--- config.mk ---
export PLATFORM = sky130hd
export DESIGN_NAME = opstack_unit
export DESIGN_NICKNAME = d
export VERILOG_FILES = /design/src/opstack_pkg.sv /design/src/opstack_unit.sv /design/src/wreg_map.sv
export SDC_FILE = /design/constraint.sdc
export NUM_CORES = 1
export LEC_CHECK = 0
export ABC_AREA = 1
export BUFFER_PORTS_ARGS = -buffer_cell sky130_fd_sc_hd__buf_2
export CAP_MARGIN = 20
export CORE_AREA = 3 3 156 158
export CTS_CLUSTER_DIAMETER = 50
export DETAILED_ROUTE_END_ITERATION = 16
export DIE_AREA = 0 0 159 161
export PLACE_DENSITY_LB_ADDON = 0.08
export SYNTH_ARGS = -nofsm -noshare
export SYNTH_HDL_FRONTEND = slang
export SYNTH_HIERARCHICAL = 1
export SYNTH_SLANG_ARGS = --single-unit
--- constraint.sdc ---
create_clock -name I_CLOCK -period 5 [get_ports I_CLOCK]
set_input_delay 0.75 -clock I_CLOCK [delete_from_list [all_inputs] [get_ports I_CLOCK]]
set_output_delay 0.75 -clock I_CLOCK [all_outputs]
set_load 0.02 [all_outputs]
--- src/opstack_pkg.sv ---
// types and constants shared by the operand address and stack unit
package opstack_pkg;

  // ---------------------------------------------
  // register map, reset values, arithmetic steps
  // ---------------------------------------------
  localparam logic [7:0] SP_ADDR = 8'hD9;
  // pointer powers up undefined; zero keeps simulation deterministic
  localparam logic [7:0] SP_RESET = 8'h00;
  localparam logic [3:0] WREG_CODE = 4'hC;
  localparam logic [7:0] PM_PAGE = 8'h00;
  localparam logic [7:0] STEP = 8'h01;

  // ---------------------------------------------
  // byte slots and transfer counts
  // ---------------------------------------------
  localparam logic [1:0] BUF_LO = 2'h0;
  localparam logic [1:0] BUF_HI = 2'h1;
  localparam logic [1:0] BUF_FL = 2'h2;
  localparam logic [1:0] RD_NONE = 2'h0;
  localparam logic [1:0] RD_ONE = 2'h1;
  localparam logic [1:0] RD_TWO = 2'h2;
  localparam logic [1:0] STK_NONE = 2'h0;
  localparam logic [1:0] STK_ONE = 2'h1;
  localparam logic [1:0] STK_PC = 2'h2;
  localparam logic [1:0] STK_CTX = 2'h3;

  // ---------------------------------------------
  // operations, modes, instruction classes
  // ---------------------------------------------
  typedef enum logic [3:0] {
    OP_ADDR = 4'h0,
    OP_PUSH = 4'h1,
    OP_POP = 4'h2,
    OP_CALL = 4'h3,
    OP_RET = 4'h4,
    OP_INTR = 4'h5,
    OP_INTERRUPT_RETURN = 4'h6,
    OP_USER_PUSH_INCREMENTING = 4'h7,
    OP_USER_PUSH_DECREMENTING = 4'h8,
    OP_USER_POP_INCREMENTING = 4'h9,
    OP_USER_POP_DECREMENTING = 4'hA
  } op_t;

  typedef enum logic [3:0] {
    M_REG = 4'h0,
    M_IND_REG = 4'h1,
    M_IND_PAIR = 4'h2,
    M_IDX_REG = 4'h3,
    M_IDX_SHORT = 4'h4,
    M_IDX_LONG = 4'h5,
    M_DIRECT = 4'h6,
    M_IND_ADDR = 4'h7,
    M_REL = 4'h8,
    M_IMM = 4'h9
  } mode_t;

  typedef enum logic [3:0] {
    I_OTHER = 4'h0,
    I_PLAIN_LOAD = 4'h1,
    I_PROGRAM_MEMORY_LOAD = 4'h2,
    I_EXTERNAL_MEMORY_LOAD = 4'h3,
    I_ABSOLUTE_JUMP = 4'h4,
    I_CALL = 4'h5,
    I_BIT_TEST_JUMP_FALSE = 4'h6,
    I_BIT_TEST_JUMP_TRUE = 4'h7,
    I_DECREMENT_JUMP_NONZERO = 4'h8,
    I_COMPARE_INCREMENT_JUMP_EQUAL = 4'h9,
    I_COMPARE_INCREMENT_JUMP_UNEQUAL = 4'hA,
    I_RELATIVE_JUMP = 4'hB
  } inst_t;

  typedef enum logic [2:0] {
    ST_IDLE = 3'h0,
    ST_RD = 3'h1,
    ST_RDW = 3'h2,
    ST_CALC = 3'h3,
    ST_STK = 3'h4,
    ST_STW = 3'h5,
    ST_USR = 3'h6,
    ST_FIN = 3'h7
  } state_t;

  // ---------------------------------------------
  // carriers
  // ---------------------------------------------
  typedef struct packed {
    logic valid;
    op_t op;
    mode_t mode;
    inst_t inst;
    logic wide;
    logic short_wreg;
    logic [7:0] field_a;
    logic [15:0] field_b;
    logic [7:0] data;
  } req_t;

  typedef struct packed {
    logic re;
    logic we;
    logic set1;
    logic [7:0] addr;
    logic [7:0] wdata;
  } rf_req_t;

  typedef struct packed {
    logic re;
    logic [15:0] addr;
  } pm_req_t;

endpackage

--- src/opstack_unit.sv ---
// operand address generation and system/user stack sequencing
`timescale 1ns/10ps
`default_nettype none

// How it works
// - push lowers the stack pointer by one, then writes there.
// - pop reads at the stack pointer, then raises it by one.
// - call saves the program counter on the stack; return restores it.
// - interrupt saves program counter and flags; interrupt return restores both.
// - user stacks in the register file, pushed and popped up or down.
// - eight-bit stack pointer register sits at register location D9h.
// - register mode returns the named register or pair as operand.
// - indirect register mode uses register contents as operand address.
// - indirect and indexed accesses never reach the upper control area.
// - indexed register address is instruction base plus working register.
// - indexed memory address is register pair plus short or long offset.
// - only plain load indexes registers; program memory load indexes memory.
// - external memory load and its forms are refused.
// - direct mode gives a 16-bit address for jumps, calls and loads.
// - indirect address mode only for call, target read from program memory.
// - indirect address pointer is 8-bit, upper address bits zero.
// - relative mode adds signed displacement to next instruction address.
// - relative mode belongs to bit test, decrement, compare and relative jumps.
// - immediate mode takes a byte or word from the instruction.
// - short working address high bit picks pointer, joins five and three bits.
// - register address with working code nibble maps to a working register.

module opstack_unit
  import opstack_pkg::*;
(
  input wire logic I_CLOCK,          // core clock
  input wire logic I_RESETN,         // async reset, active low
  input wire req_t I_REQ,            // decoded request
  input wire logic [15:0] I_PC,      // next instruction address
  input wire logic [7:0] I_FLAGS,    // flags register
  input wire logic [7:0] I_WORKING_POINTER_ZERO, // working pointer zero
  input wire logic [7:0] I_WORKING_POINTER_ONE,  // working pointer one
  input wire logic [7:0] I_RF_RDATA, // register file read data
  input wire logic [7:0] I_PM_RDATA, // program memory read data
  input wire logic I_SFR_WE,         // direct register write strobe
  input wire logic [7:0] I_SFR_ADDR, // direct register address
  input wire logic [7:0] I_SFR_WDATA, // direct register write data
  output logic O_BUSY,               // request in progress
  output logic O_DONE,               // completion pulse
  output logic O_FAULT,              // request refused, with done
  output var rf_req_t O_RF,          // register file access
  output var pm_req_t O_PM,          // program memory read
  output logic [15:0] O_EA,          // effective address
  output logic O_EA_SET1,            // address may reach upper area
  output logic [15:0] O_OPERAND,     // operand or popped byte
  output logic O_PC_LOAD,            // program counter load pulse
  output logic [15:0] O_PC_NEXT,     // program counter value
  output logic O_FLAGS_LOAD,         // flags load pulse
  output logic [7:0] O_FLAGS_NEXT,   // flags value
  output logic [7:0] O_SP,           // stack pointer byte
  output logic [7:0] O_SFR_RDATA     // direct register read data
);

  // ---------------------------------------------
  // state
  // ---------------------------------------------
  state_t state_q, state_d;
  logic [1:0] cnt_q, cnt_d;
  logic [1:0] nrd_q, nrd_d;
  req_t req_q, req_d;
  logic [15:0] pc_q, pc_d;
  logic [7:0] fl_q, fl_d;
  logic fault_q, fault_d;
  logic [7:0] sp_q, sp_d;
  logic [7:0] byt_q [0:2];
  logic cap_q, cap_d;
  logic cap_pm_q, cap_pm_d;
  logic [1:0] tag_q, tag_d;
  rf_req_t rf_q, rf_d;
  pm_req_t pm_q, pm_d;
  logic [15:0] ea_q, ea_d;
  logic eas1_q, eas1_d;
  logic [15:0] opnd_q, opnd_d;
  logic [15:0] tgt_q, tgt_d;
  logic done_q, done_d;
  logic flt_q, flt_d;
  logic pcl_q, pcl_d;
  logic [15:0] pcn_q, pcn_d;
  logic fll_q, fll_d;
  logic [7:0] fln_q, fln_d;
  logic busy_q;
  logic [7:0] sfr_q;

  // ---------------------------------------------
  // request checks
  // ---------------------------------------------
  logic is_br, f_ext, f_xr, f_xm, f_ia, f_rel, chk_mode, fault_w;
  logic rd_none_in, rd_pair_in, stk_in, user_in;
  logic [1:0] nrd_in;

  assign is_br = (I_REQ.inst == I_BIT_TEST_JUMP_FALSE)
               | (I_REQ.inst == I_BIT_TEST_JUMP_TRUE)
               | (I_REQ.inst == I_DECREMENT_JUMP_NONZERO)
               | (I_REQ.inst == I_COMPARE_INCREMENT_JUMP_EQUAL)
               | (I_REQ.inst == I_COMPARE_INCREMENT_JUMP_UNEQUAL)
               | (I_REQ.inst == I_RELATIVE_JUMP);
  assign f_ext = (I_REQ.inst == I_EXTERNAL_MEMORY_LOAD);
  assign f_xr = (I_REQ.mode == M_IDX_REG) & (I_REQ.inst != I_PLAIN_LOAD);
  assign f_xm = ((I_REQ.mode == M_IDX_SHORT) | (I_REQ.mode == M_IDX_LONG))
              & (I_REQ.inst != I_PROGRAM_MEMORY_LOAD);
  assign f_ia = (I_REQ.mode == M_IND_ADDR) & (I_REQ.inst != I_CALL);
  assign f_rel = (I_REQ.mode == M_REL) & ~is_br;
  assign chk_mode = (I_REQ.op == OP_ADDR) | (I_REQ.op == OP_CALL);
  assign fault_w = f_ext | (chk_mode & (f_xr | f_xm | f_ia | f_rel));

  assign rd_none_in = (I_REQ.mode == M_DIRECT) | (I_REQ.mode == M_REL)
                    | (I_REQ.mode == M_IMM);
  assign rd_pair_in = (I_REQ.mode == M_IND_PAIR) | (I_REQ.mode == M_IDX_SHORT)
                    | (I_REQ.mode == M_IDX_LONG) | (I_REQ.mode == M_IND_ADDR)
                    | ((I_REQ.mode == M_REG) & I_REQ.wide);
  assign stk_in = ~chk_mode & (I_REQ.op <= OP_INTERRUPT_RETURN);
  assign user_in = (I_REQ.op >= OP_USER_PUSH_INCREMENTING);
  assign nrd_in = user_in ? RD_ONE
                : (stk_in | rd_none_in) ? RD_NONE
                : rd_pair_in ? RD_TWO : RD_ONE;

  // ---------------------------------------------
  // address arithmetic
  // ---------------------------------------------
  logic [7:0] wa;
  logic rd_pm;
  logic [15:0] pm_base, pair_w, sa_w, sb_w, ea_w, opnd_w;
  logic [7:0] idx_sum;

  wreg_map u_wreg (
    .i_addr (req_q.field_a),
    .i_short (req_q.short_wreg),
    .i_ptr0 (I_WORKING_POINTER_ZERO),
    .i_ptr1 (I_WORKING_POINTER_ONE),
    .o_addr (wa)
  );

  assign rd_pm = (req_q.mode == M_IND_ADDR);
  assign pm_base = {PM_PAGE, req_q.field_a};
  assign pair_w = {byt_q[BUF_HI], byt_q[BUF_LO]};
  assign sa_w = {{8{req_q.field_a[7]}}, req_q.field_a};
  assign sb_w = {{8{req_q.field_b[7]}}, req_q.field_b[7:0]};
  assign idx_sum = req_q.field_b[7:0] + byt_q[BUF_LO];

  always_comb begin
    unique case (req_q.mode)
      M_REG: ea_w = {8'h00, wa};
      M_IND_REG: ea_w = {8'h00, byt_q[BUF_LO]};
      M_IND_PAIR: ea_w = pair_w;
      M_IDX_REG: ea_w = {8'h00, idx_sum};
      M_IDX_SHORT: ea_w = pair_w + sb_w;
      M_IDX_LONG: ea_w = pair_w + req_q.field_b;
      M_DIRECT: ea_w = req_q.field_b;
      M_IND_ADDR: ea_w = pair_w;
      M_REL: ea_w = pc_q + sa_w;
      M_IMM: ea_w = 16'h0000;
      default: ea_w = 16'h0000;
    endcase
  end

  assign opnd_w = (req_q.mode == M_IMM)
                ? (req_q.wide ? req_q.field_b : {8'h00, req_q.field_b[7:0]})
                : (req_q.mode == M_REG)
                ? (req_q.wide ? pair_w : {8'h00, byt_q[BUF_LO]})
                : 16'h0000;

  // ---------------------------------------------
  // stack decode
  // ---------------------------------------------
  logic [1:0] nstk_w, pop_idx;
  logic push_w, user_w, upush_w, uinc_w, sfr_sp_wr;
  logic [7:0] sp_dec, sp_inc, push_byte, uptr_next;

  assign nstk_w = ((req_q.op == OP_PUSH) | (req_q.op == OP_POP)) ? STK_ONE
                : ((req_q.op == OP_CALL) | (req_q.op == OP_RET)) ? STK_PC
                : ((req_q.op == OP_INTR) | (req_q.op == OP_INTERRUPT_RETURN)) ? STK_CTX
                : STK_NONE;
  assign push_w = (req_q.op == OP_PUSH) | (req_q.op == OP_CALL) | (req_q.op == OP_INTR);
  assign user_w = (req_q.op >= OP_USER_PUSH_INCREMENTING);
  assign upush_w = (req_q.op == OP_USER_PUSH_INCREMENTING)
                 | (req_q.op == OP_USER_PUSH_DECREMENTING);
  assign uinc_w = (req_q.op == OP_USER_PUSH_INCREMENTING)
                | (req_q.op == OP_USER_POP_INCREMENTING);
  assign sp_dec = sp_q - STEP;
  assign sp_inc = sp_q + STEP;
  assign push_byte = (cnt_q == 2'h0)
                   ? ((req_q.op == OP_PUSH) ? req_q.data : pc_q[7:0])
                   : (cnt_q == 2'h1) ? pc_q[15:8] : fl_q;
  assign pop_idx = nstk_w - 2'h1 - cnt_q;
  assign uptr_next = uinc_w ? byt_q[BUF_LO] + STEP : byt_q[BUF_LO] - STEP;
  assign sfr_sp_wr = I_SFR_WE & (I_SFR_ADDR == SP_ADDR);

  // ---------------------------------------------
  // sequencer
  // ---------------------------------------------
  always_comb begin
    state_d = state_q;
    cnt_d = cnt_q;
    nrd_d = nrd_q;
    req_d = req_q;
    pc_d = pc_q;
    fl_d = fl_q;
    fault_d = fault_q;
    // stack traffic overrides a software write in the same cycle
    sp_d = sfr_sp_wr ? I_SFR_WDATA : sp_q;
    rf_d = '0;
    pm_d = '0;
    cap_d = 1'b0;
    cap_pm_d = 1'b0;
    tag_d = BUF_LO;
    ea_d = ea_q;
    eas1_d = eas1_q;
    opnd_d = opnd_q;
    tgt_d = tgt_q;
    done_d = 1'b0;
    flt_d = 1'b0;
    pcl_d = 1'b0;
    pcn_d = pcn_q;
    fll_d = 1'b0;
    fln_d = fln_q;
    unique case (state_q)
      ST_IDLE: begin
        if (I_REQ.valid) begin
          req_d = I_REQ;
          pc_d = I_PC;
          fl_d = I_FLAGS;
          fault_d = fault_w;
          nrd_d = nrd_in;
          cnt_d = 2'h0;
          if (fault_w) begin
            state_d = ST_FIN;
          end else if (nrd_in != RD_NONE) begin
            state_d = ST_RD;
          end else begin
            state_d = ST_CALC;
          end
        end
      end
      ST_RD: begin
        cap_d = 1'b1;
        cap_pm_d = rd_pm;
        tag_d = ((nrd_q == RD_TWO) && (cnt_q == 2'h0)) ? BUF_HI : BUF_LO;
        if (rd_pm) begin
          pm_d.re = 1'b1;
          pm_d.addr = pm_base + {14'h0000, cnt_q};
        end else begin
          // pointer and index registers are named directly
          rf_d.re = 1'b1;
          rf_d.set1 = 1'b1;
          rf_d.addr = wa + {6'h00, cnt_q};
        end
        cnt_d = cnt_q + 2'h1;
        if (cnt_q == nrd_q - 2'h1) begin
          state_d = ST_RDW;
        end
      end
      ST_RDW: begin
        state_d = ST_CALC;
      end
      ST_CALC: begin
        cnt_d = 2'h0;
        if ((req_q.op == OP_ADDR) || (req_q.op == OP_CALL)) begin
          ea_d = ea_w;
          opnd_d = opnd_w;
          tgt_d = ea_w;
          // only register mode access reaches upper area
          eas1_d = (req_q.mode == M_REG);
        end
        if (nstk_w != STK_NONE) begin
          state_d = ST_STK;
        end else if (user_w) begin
          state_d = ST_USR;
        end else begin
          state_d = ST_FIN;
        end
      end
      ST_STK: begin
        if (push_w) begin
          sp_d = sp_dec;
          rf_d.we = 1'b1;
          rf_d.addr = sp_dec;
          rf_d.wdata = push_byte;
        end else begin
          sp_d = sp_inc;
          rf_d.re = 1'b1;
          rf_d.addr = sp_q;
          cap_d = 1'b1;
          tag_d = pop_idx;
        end
        cnt_d = cnt_q + 2'h1;
        if (cnt_q == nstk_w - 2'h1) begin
          state_d = push_w ? ST_FIN : ST_STW;
        end
      end
      ST_STW: begin
        state_d = ST_FIN;
      end
      ST_USR: begin
        if (cnt_q == 2'h0) begin
          if (upush_w) begin
            rf_d.we = 1'b1;
            rf_d.addr = uptr_next;
            rf_d.wdata = req_q.data;
          end else begin
            rf_d.re = 1'b1;
            rf_d.addr = byt_q[BUF_LO];
            cap_d = 1'b1;
            tag_d = BUF_HI;
          end
          cnt_d = 2'h1;
        end else begin
          rf_d.we = 1'b1;
          rf_d.set1 = 1'b1;
          rf_d.addr = wa;
          rf_d.wdata = uptr_next;
          state_d = ST_FIN;
        end
      end
      ST_FIN: begin
        done_d = 1'b1;
        flt_d = fault_q;
        state_d = ST_IDLE;
        if (!fault_q) begin
          if ((req_q.op == OP_CALL) || ((req_q.op == OP_ADDR)
              && (req_q.inst == I_ABSOLUTE_JUMP) && (req_q.mode == M_DIRECT))) begin
            pcl_d = 1'b1;
            pcn_d = tgt_q;
          end
          if ((req_q.op == OP_RET) || (req_q.op == OP_INTERRUPT_RETURN)) begin
            pcl_d = 1'b1;
            pcn_d = pair_w;
          end
          if (req_q.op == OP_INTERRUPT_RETURN) begin
            fll_d = 1'b1;
            fln_d = byt_q[BUF_FL];
          end
          if (req_q.op == OP_POP) begin
            opnd_d = {8'h00, byt_q[BUF_LO]};
          end
          if (user_w && !upush_w) begin
            opnd_d = {8'h00, byt_q[BUF_HI]};
          end
        end
      end
    endcase
  end

  // ---------------------------------------------
  // registers
  // ---------------------------------------------
  always_ff @(posedge I_CLOCK or negedge I_RESETN) begin
    if (!I_RESETN) begin
      state_q <= ST_IDLE;
      cnt_q <= 2'h0;
      nrd_q <= RD_NONE;
      req_q <= '0;
      pc_q <= 16'h0000;
      fl_q <= 8'h00;
      fault_q <= 1'b0;
      sp_q <= SP_RESET;
    end else begin
      state_q <= state_d;
      cnt_q <= cnt_d;
      nrd_q <= nrd_d;
      req_q <= req_d;
      pc_q <= pc_d;
      fl_q <= fl_d;
      fault_q <= fault_d;
      sp_q <= sp_d;
    end
  end

  // read data lands one cycle after its strobe
  always_ff @(posedge I_CLOCK or negedge I_RESETN) begin
    if (!I_RESETN) begin
      for (int i = 0; i < 3; i++) begin
        byt_q[i] <= 8'h00;
      end
      cap_q <= 1'b0;
      cap_pm_q <= 1'b0;
      tag_q <= BUF_LO;
    end else begin
      if (cap_q) begin
        byt_q[tag_q] <= cap_pm_q ? I_PM_RDATA : I_RF_RDATA;
      end
      cap_q <= cap_d;
      cap_pm_q <= cap_pm_d;
      tag_q <= tag_d;
    end
  end

  always_ff @(posedge I_CLOCK or negedge I_RESETN) begin
    if (!I_RESETN) begin
      rf_q <= '0;
      pm_q <= '0;
      ea_q <= 16'h0000;
      eas1_q <= 1'b0;
      opnd_q <= 16'h0000;
      tgt_q <= 16'h0000;
      busy_q <= 1'b0;
      sfr_q <= 8'h00;
    end else begin
      rf_q <= rf_d;
      pm_q <= pm_d;
      ea_q <= ea_d;
      eas1_q <= eas1_d;
      opnd_q <= opnd_d;
      tgt_q <= tgt_d;
      busy_q <= (state_d != ST_IDLE);
      sfr_q <= (I_SFR_ADDR == SP_ADDR) ? sp_q : 8'h00;
    end
  end

  always_ff @(posedge I_CLOCK or negedge I_RESETN) begin
    if (!I_RESETN) begin
      done_q <= 1'b0;
      flt_q <= 1'b0;
      pcl_q <= 1'b0;
      pcn_q <= 16'h0000;
      fll_q <= 1'b0;
      fln_q <= 8'h00;
    end else begin
      done_q <= done_d;
      flt_q <= flt_d;
      pcl_q <= pcl_d;
      pcn_q <= pcn_d;
      fll_q <= fll_d;
      fln_q <= fln_d;
    end
  end

  // ---------------------------------------------
  // outputs
  // ---------------------------------------------
  assign O_BUSY = busy_q;
  assign O_DONE = done_q;
  assign O_FAULT = flt_q;
  assign O_RF = rf_q;
  assign O_PM = pm_q;
  assign O_EA = ea_q;
  assign O_EA_SET1 = eas1_q;
  assign O_OPERAND = opnd_q;
  assign O_PC_LOAD = pcl_q;
  assign O_PC_NEXT = pcn_q;
  assign O_FLAGS_LOAD = fll_q;
  assign O_FLAGS_NEXT = fln_q;
  assign O_SP = sp_q;
  assign O_SFR_RDATA = sfr_q;

endmodule

`default_nettype wire

--- src/wreg_map.sv ---
// working register address resolver
`timescale 1ns/10ps
`default_nettype none

module wreg_map
  import opstack_pkg::*;
(
  input wire logic [7:0] i_addr, // register address field
  input wire logic i_short,      // field is a 4-bit working address
  input wire logic [7:0] i_ptr0, // working pointer zero
  input wire logic [7:0] i_ptr1, // working pointer one
  output logic [7:0] o_addr      // full register file address
);

  logic is_wreg;
  logic [7:0] ptr;

  assign is_wreg = i_short | (i_addr[7:4] == WREG_CODE);
  assign ptr = i_addr[3] ? i_ptr1 : i_ptr0;
  assign o_addr = is_wreg ? {ptr[7:3], i_addr[2:0]} : i_addr;

endmodule

`default_nettype wire

==> impl_results.md <==
- Aggregate global routing overflow: 0
- Synth Area in Adders: 5.28%
- Gr usage total: a little under a third
- X dimension of the die: roughly 160 um
- Area fraction in and, or, nand and nor cells after synthesis: 26.9%
- Xor-xnor portion of the synthesized cell area: between 1 and 1.5%
- Post-cts gate resize count: 0
- CTS Buffer Depth: 3
- Number of iterations in the first detailed-routing pass: 5
- Type of element capturing the critical path: flop
- Total non-filler cell area in the finished layout: ~15000 um2
- Part of the Yosys area used for sequential elements: a little over 40%
- Chip Height: roughly 160 um
- Post-synthesis area per instance: between 7 and 8 um2
- Util after Layout: 65.8%
- Min cycle time layout: just under 3 ns
- Synth unique cells: between 40 and 50
- Cell at the root of the clock tree: clkbuf_16
- Outcome: completed
- Max-cap viol count: 0
- Via count of the first global-routing pass: between 10000 and 15000
- Data arrival time of the critical path: 3.33 ns
- Input/output buffers: between 200 and 250
- Aggregate negative setup slack: 0 ns
- Diodes inserted: 0
- Placer Congestion: 0.972
- Number of enable flip-flop cells after synthesis: 0
- Core Footprint: approximately 23000 um2
- Pin count of the biggest net entering global routing: between 80 and 90
- # H-tree levels: 1
- Max-slew violations: 0
- Worst-case register-to-register setup slack: around 2.1 ns
- Worst slew pin tran: approximately 1.1 ns
- Die area: 25600 um2
- Setup violation total in the final timing report: 0
- Total I/O pin count: 236
- Top FF cell, synth: dfrtp_1
- Fraction of the cycle the final worst path needs: a little under 60%
- Static leakage: a little over 0.008 uW
- Worst setup margin: around 2.1 ns
- Highest clock frequency the design can meet: 0.343 GHz
- Kind of critical path: flop to flop
- Clock skew after layout: between 0.01 and 0.015 ns
- Power per cell area: 736 nW/um2
- Total DRC errors in the routed layout: 0
- Std-Cell Rows: 56
- Crit path launch type: flop
- Drt wl/cell: roughly 17 um
- Post-CTS clock slew at the launch and capture registers of the worst setup and hold paths: ~0.060 ns
- Maximum net fanout on the critical path: 9
- TritonCTS sink count: roughly 210
- Startpoint of the lowest-slack register-to-register path: req_q[45]
- Unrepaired setup endpoints after global routing: no
- #FFs+latches synth: approximately 210
- Worst ir drop on vdd: between 0.4 and 0.5 mV
- Later-pin clock latency in the skew report: 0.53 ns
- Post-synthesis compound-gate area fraction: 16.1%
- Post-Route Hold Slack: approximately 0.25 ns
- Post-placement setup slack: 1.97 ns
- Ratio of cells with drive above 1 in the final layout: around 17%
- Worst Path Required: ~5.4 ns
- NumNets Final: ~2200
- Number of violations reported at the end of detailed-routing iteration 0: roughly 1100
- Worst slew slack as a fraction of its limit: 30.0%
- Area growth syn-to-layout: 17.5%
- Count of final hold-check violations: 0
- Antenna Nets Post-Route: 0
- Multiplexer share of the synthesized area: 0.691%
- Initial antenna violation count: 0
- Fraction of registers with async set or reset after synthesis: between 90% and 100%
- Post-Place Cell Area: 14400 um2
- TritonCTS Buffers: 27
- TritonCTS clock tree: done
- Vias: about 13000
- Effective utilization at floorplan: 56.0%
- Post-detailed-route via-to-cell ratio: approximately 5.5
- Number of buffers inserted to repair setup after CTS: 0
- Post-Syn Area: around 13000 um2
- FF-to-FF End: O_RF[6]
- Synthesis Warnings: 6
- Reg2Reg Depth: 14
- Dominant combinational cell family by area after synthesis: simple AND/OR/NAND/NOR gates
- Worst min-delay path class: input pin to async pin
- Mapped Cells: between 1500 and 2000
- Final WL: 41100 um
- Wire length of the first global-routing pass: roughly 65000 um
- Hold buffer count at cts: 0
- Detailed Place HPWL: between 30000 and 40000 um
layer usage:
| layer | vias up | track usage (%) | wire (um) |
|---|---|---|---|
| li1 | 6257 | - | - |
| met1 | 5980 | 43.4 | 17600 |
| met2 | 513 | 51.4 | 18700 |
| met3 | 100 | 4.74 | 3070 |
| met4 | 0 | 11.4 | 1730 |
| met5 | - | 0 | 0 |
cells in the final DEF, fill, tap and decap left out, types with 11 or more instances in the layout:
cell and n:
a21oi_1 100, ha_1 47, dfrtp_1 212, nand3_1 110
o21ai_0 169, inv_2 16, nand2_1 542, o21a_1 16
a31oi_1 11, xor2_1 13, clkbuf_16 27, nor3_1 16
o211ai_1 16, inv_1 224, o22ai_1 13, o21ai_1 16
nor2_1 126, buf_2 221, a22oi_1 11
worst max path at each step:
stage                    from      end  slack, ns  depth (start not counted)
CTS                 req_q[45]   O_BUSY       1.96                         12
detailed placement  req_q[45]   O_BUSY       1.97                         12
global route        req_q[45]  O_RF[6]       1.82                         14
floorplan           req_q[45]  O_RF[5]       2.70                         13
global placement    req_q[45]   O_BUSY       2.00                         12
finish              req_q[45]  O_RF[6]       2.09                         14
stage by stage:
stage               total power (uW)  std cells
floorplan                       7260       1817
global placement                8980       2306
detailed placement              9110       2307
CTS                            11200       2353
global route                   12200       2354
finish                         11300       2354
cells in the mapped netlist (all sizes together), types with 3 or more instances:
library cell | number | area share, %
or2 | 10 | 0.50
mux2 | 8 | 0.69
nor3 | 17 | 0.69
fa | 5 | 0.77
nand3 | 110 | 4.2
ha | 47 | 4.5
dfrtp | 212 | 41
buf | 23 | 1.3
nor2 | 137 | 4.2
o2111ai | 3 | 0.20
nand2 | 547 | 16
a22oi | 11 | 0.63
nand4 | 10 | 0.48
clkbuf | 37 | 1.1
o221ai | 4 | 0.27
o21a | 16 | 0.92
o21ai | 194 | 7.7
and2 | 6 | 0.29
o211ai | 16 | 0.92
nand3b | 5 | 0.29
xor2 | 13 | 0.87
o22ai | 13 | 0.62
a31oi | 11 | 0.53
xnor2 | 3 | 0.20
a21oi | 101 | 4.0
inv | 240 | 6.9
cell families (layout without fill, tap and decap cells):
kind of cell,after synthesis,in the layout
AOI/OAI and AO/OA,374,374
xor gates and xnor gates,16,16
adders and majority gates,52,52
buffers and inverters,301,519
DFF,212,212
muxes,8,8
other,1,7
and+or+nand+nor,847,847
worst max-delay path, stage by stage (launching register included):
cell	delay (ns)
dfrtp_1	0.42
inv_1	0.11
nand2_1	0.11
nor2_1	0.07
a31oi_1	0.65
ha_1	0.42
nand3_1	0.11
nand3_1	0.12
nand2_1	0.10
nand2_1	0.05
a21oi_1	0.15
or2_2	0.14
nand3_1	0.16
nand2_1	0.13
nand2_1	0.06
flip-flops by register name, summed over array words and instances, names as in the netlist, 2 cells and up:
register	cells
cnt_q	2
O_RF	19
fl_q	8
pc_q	16
O_PC_NEXT	16
byt_q	24
O_PM	9
O_SFR_RDATA	8
O_OPERAND	16
O_SP	8
req_q	38
pm_base	8
nrd_q	2
state_q	3
tag_q	2
O_FLAGS_NEXT	8
tgt_q	16
final cells by class:
type | instances | area [um2]
clock buffers | 32 | 734
clock inverters | 14 | 194
fillers | 2119 | 7950
inverters | 241 | 905
multi-input cells | 1304 | 6540
flip-flops and latches | 212 | 5310
well taps | 319 | 399
repair buffers | 232 | 1230
where the power goes:
| group | leakage [uW] | total, uW | internal, uW | switching, uW |
|---|---|---|---|---|
| logic | 0.00506 | 6130 | 2010 | 4120 |
| registers | 0.00269 | 3130 | 2410 | 721 |
| clock network | 0.000453 | 2020 | 1250 | 763 |
| total | 0.00820 | 11300 | 5670 | 5600 |
Note: power is estimated with default switching activity, not from simulation.
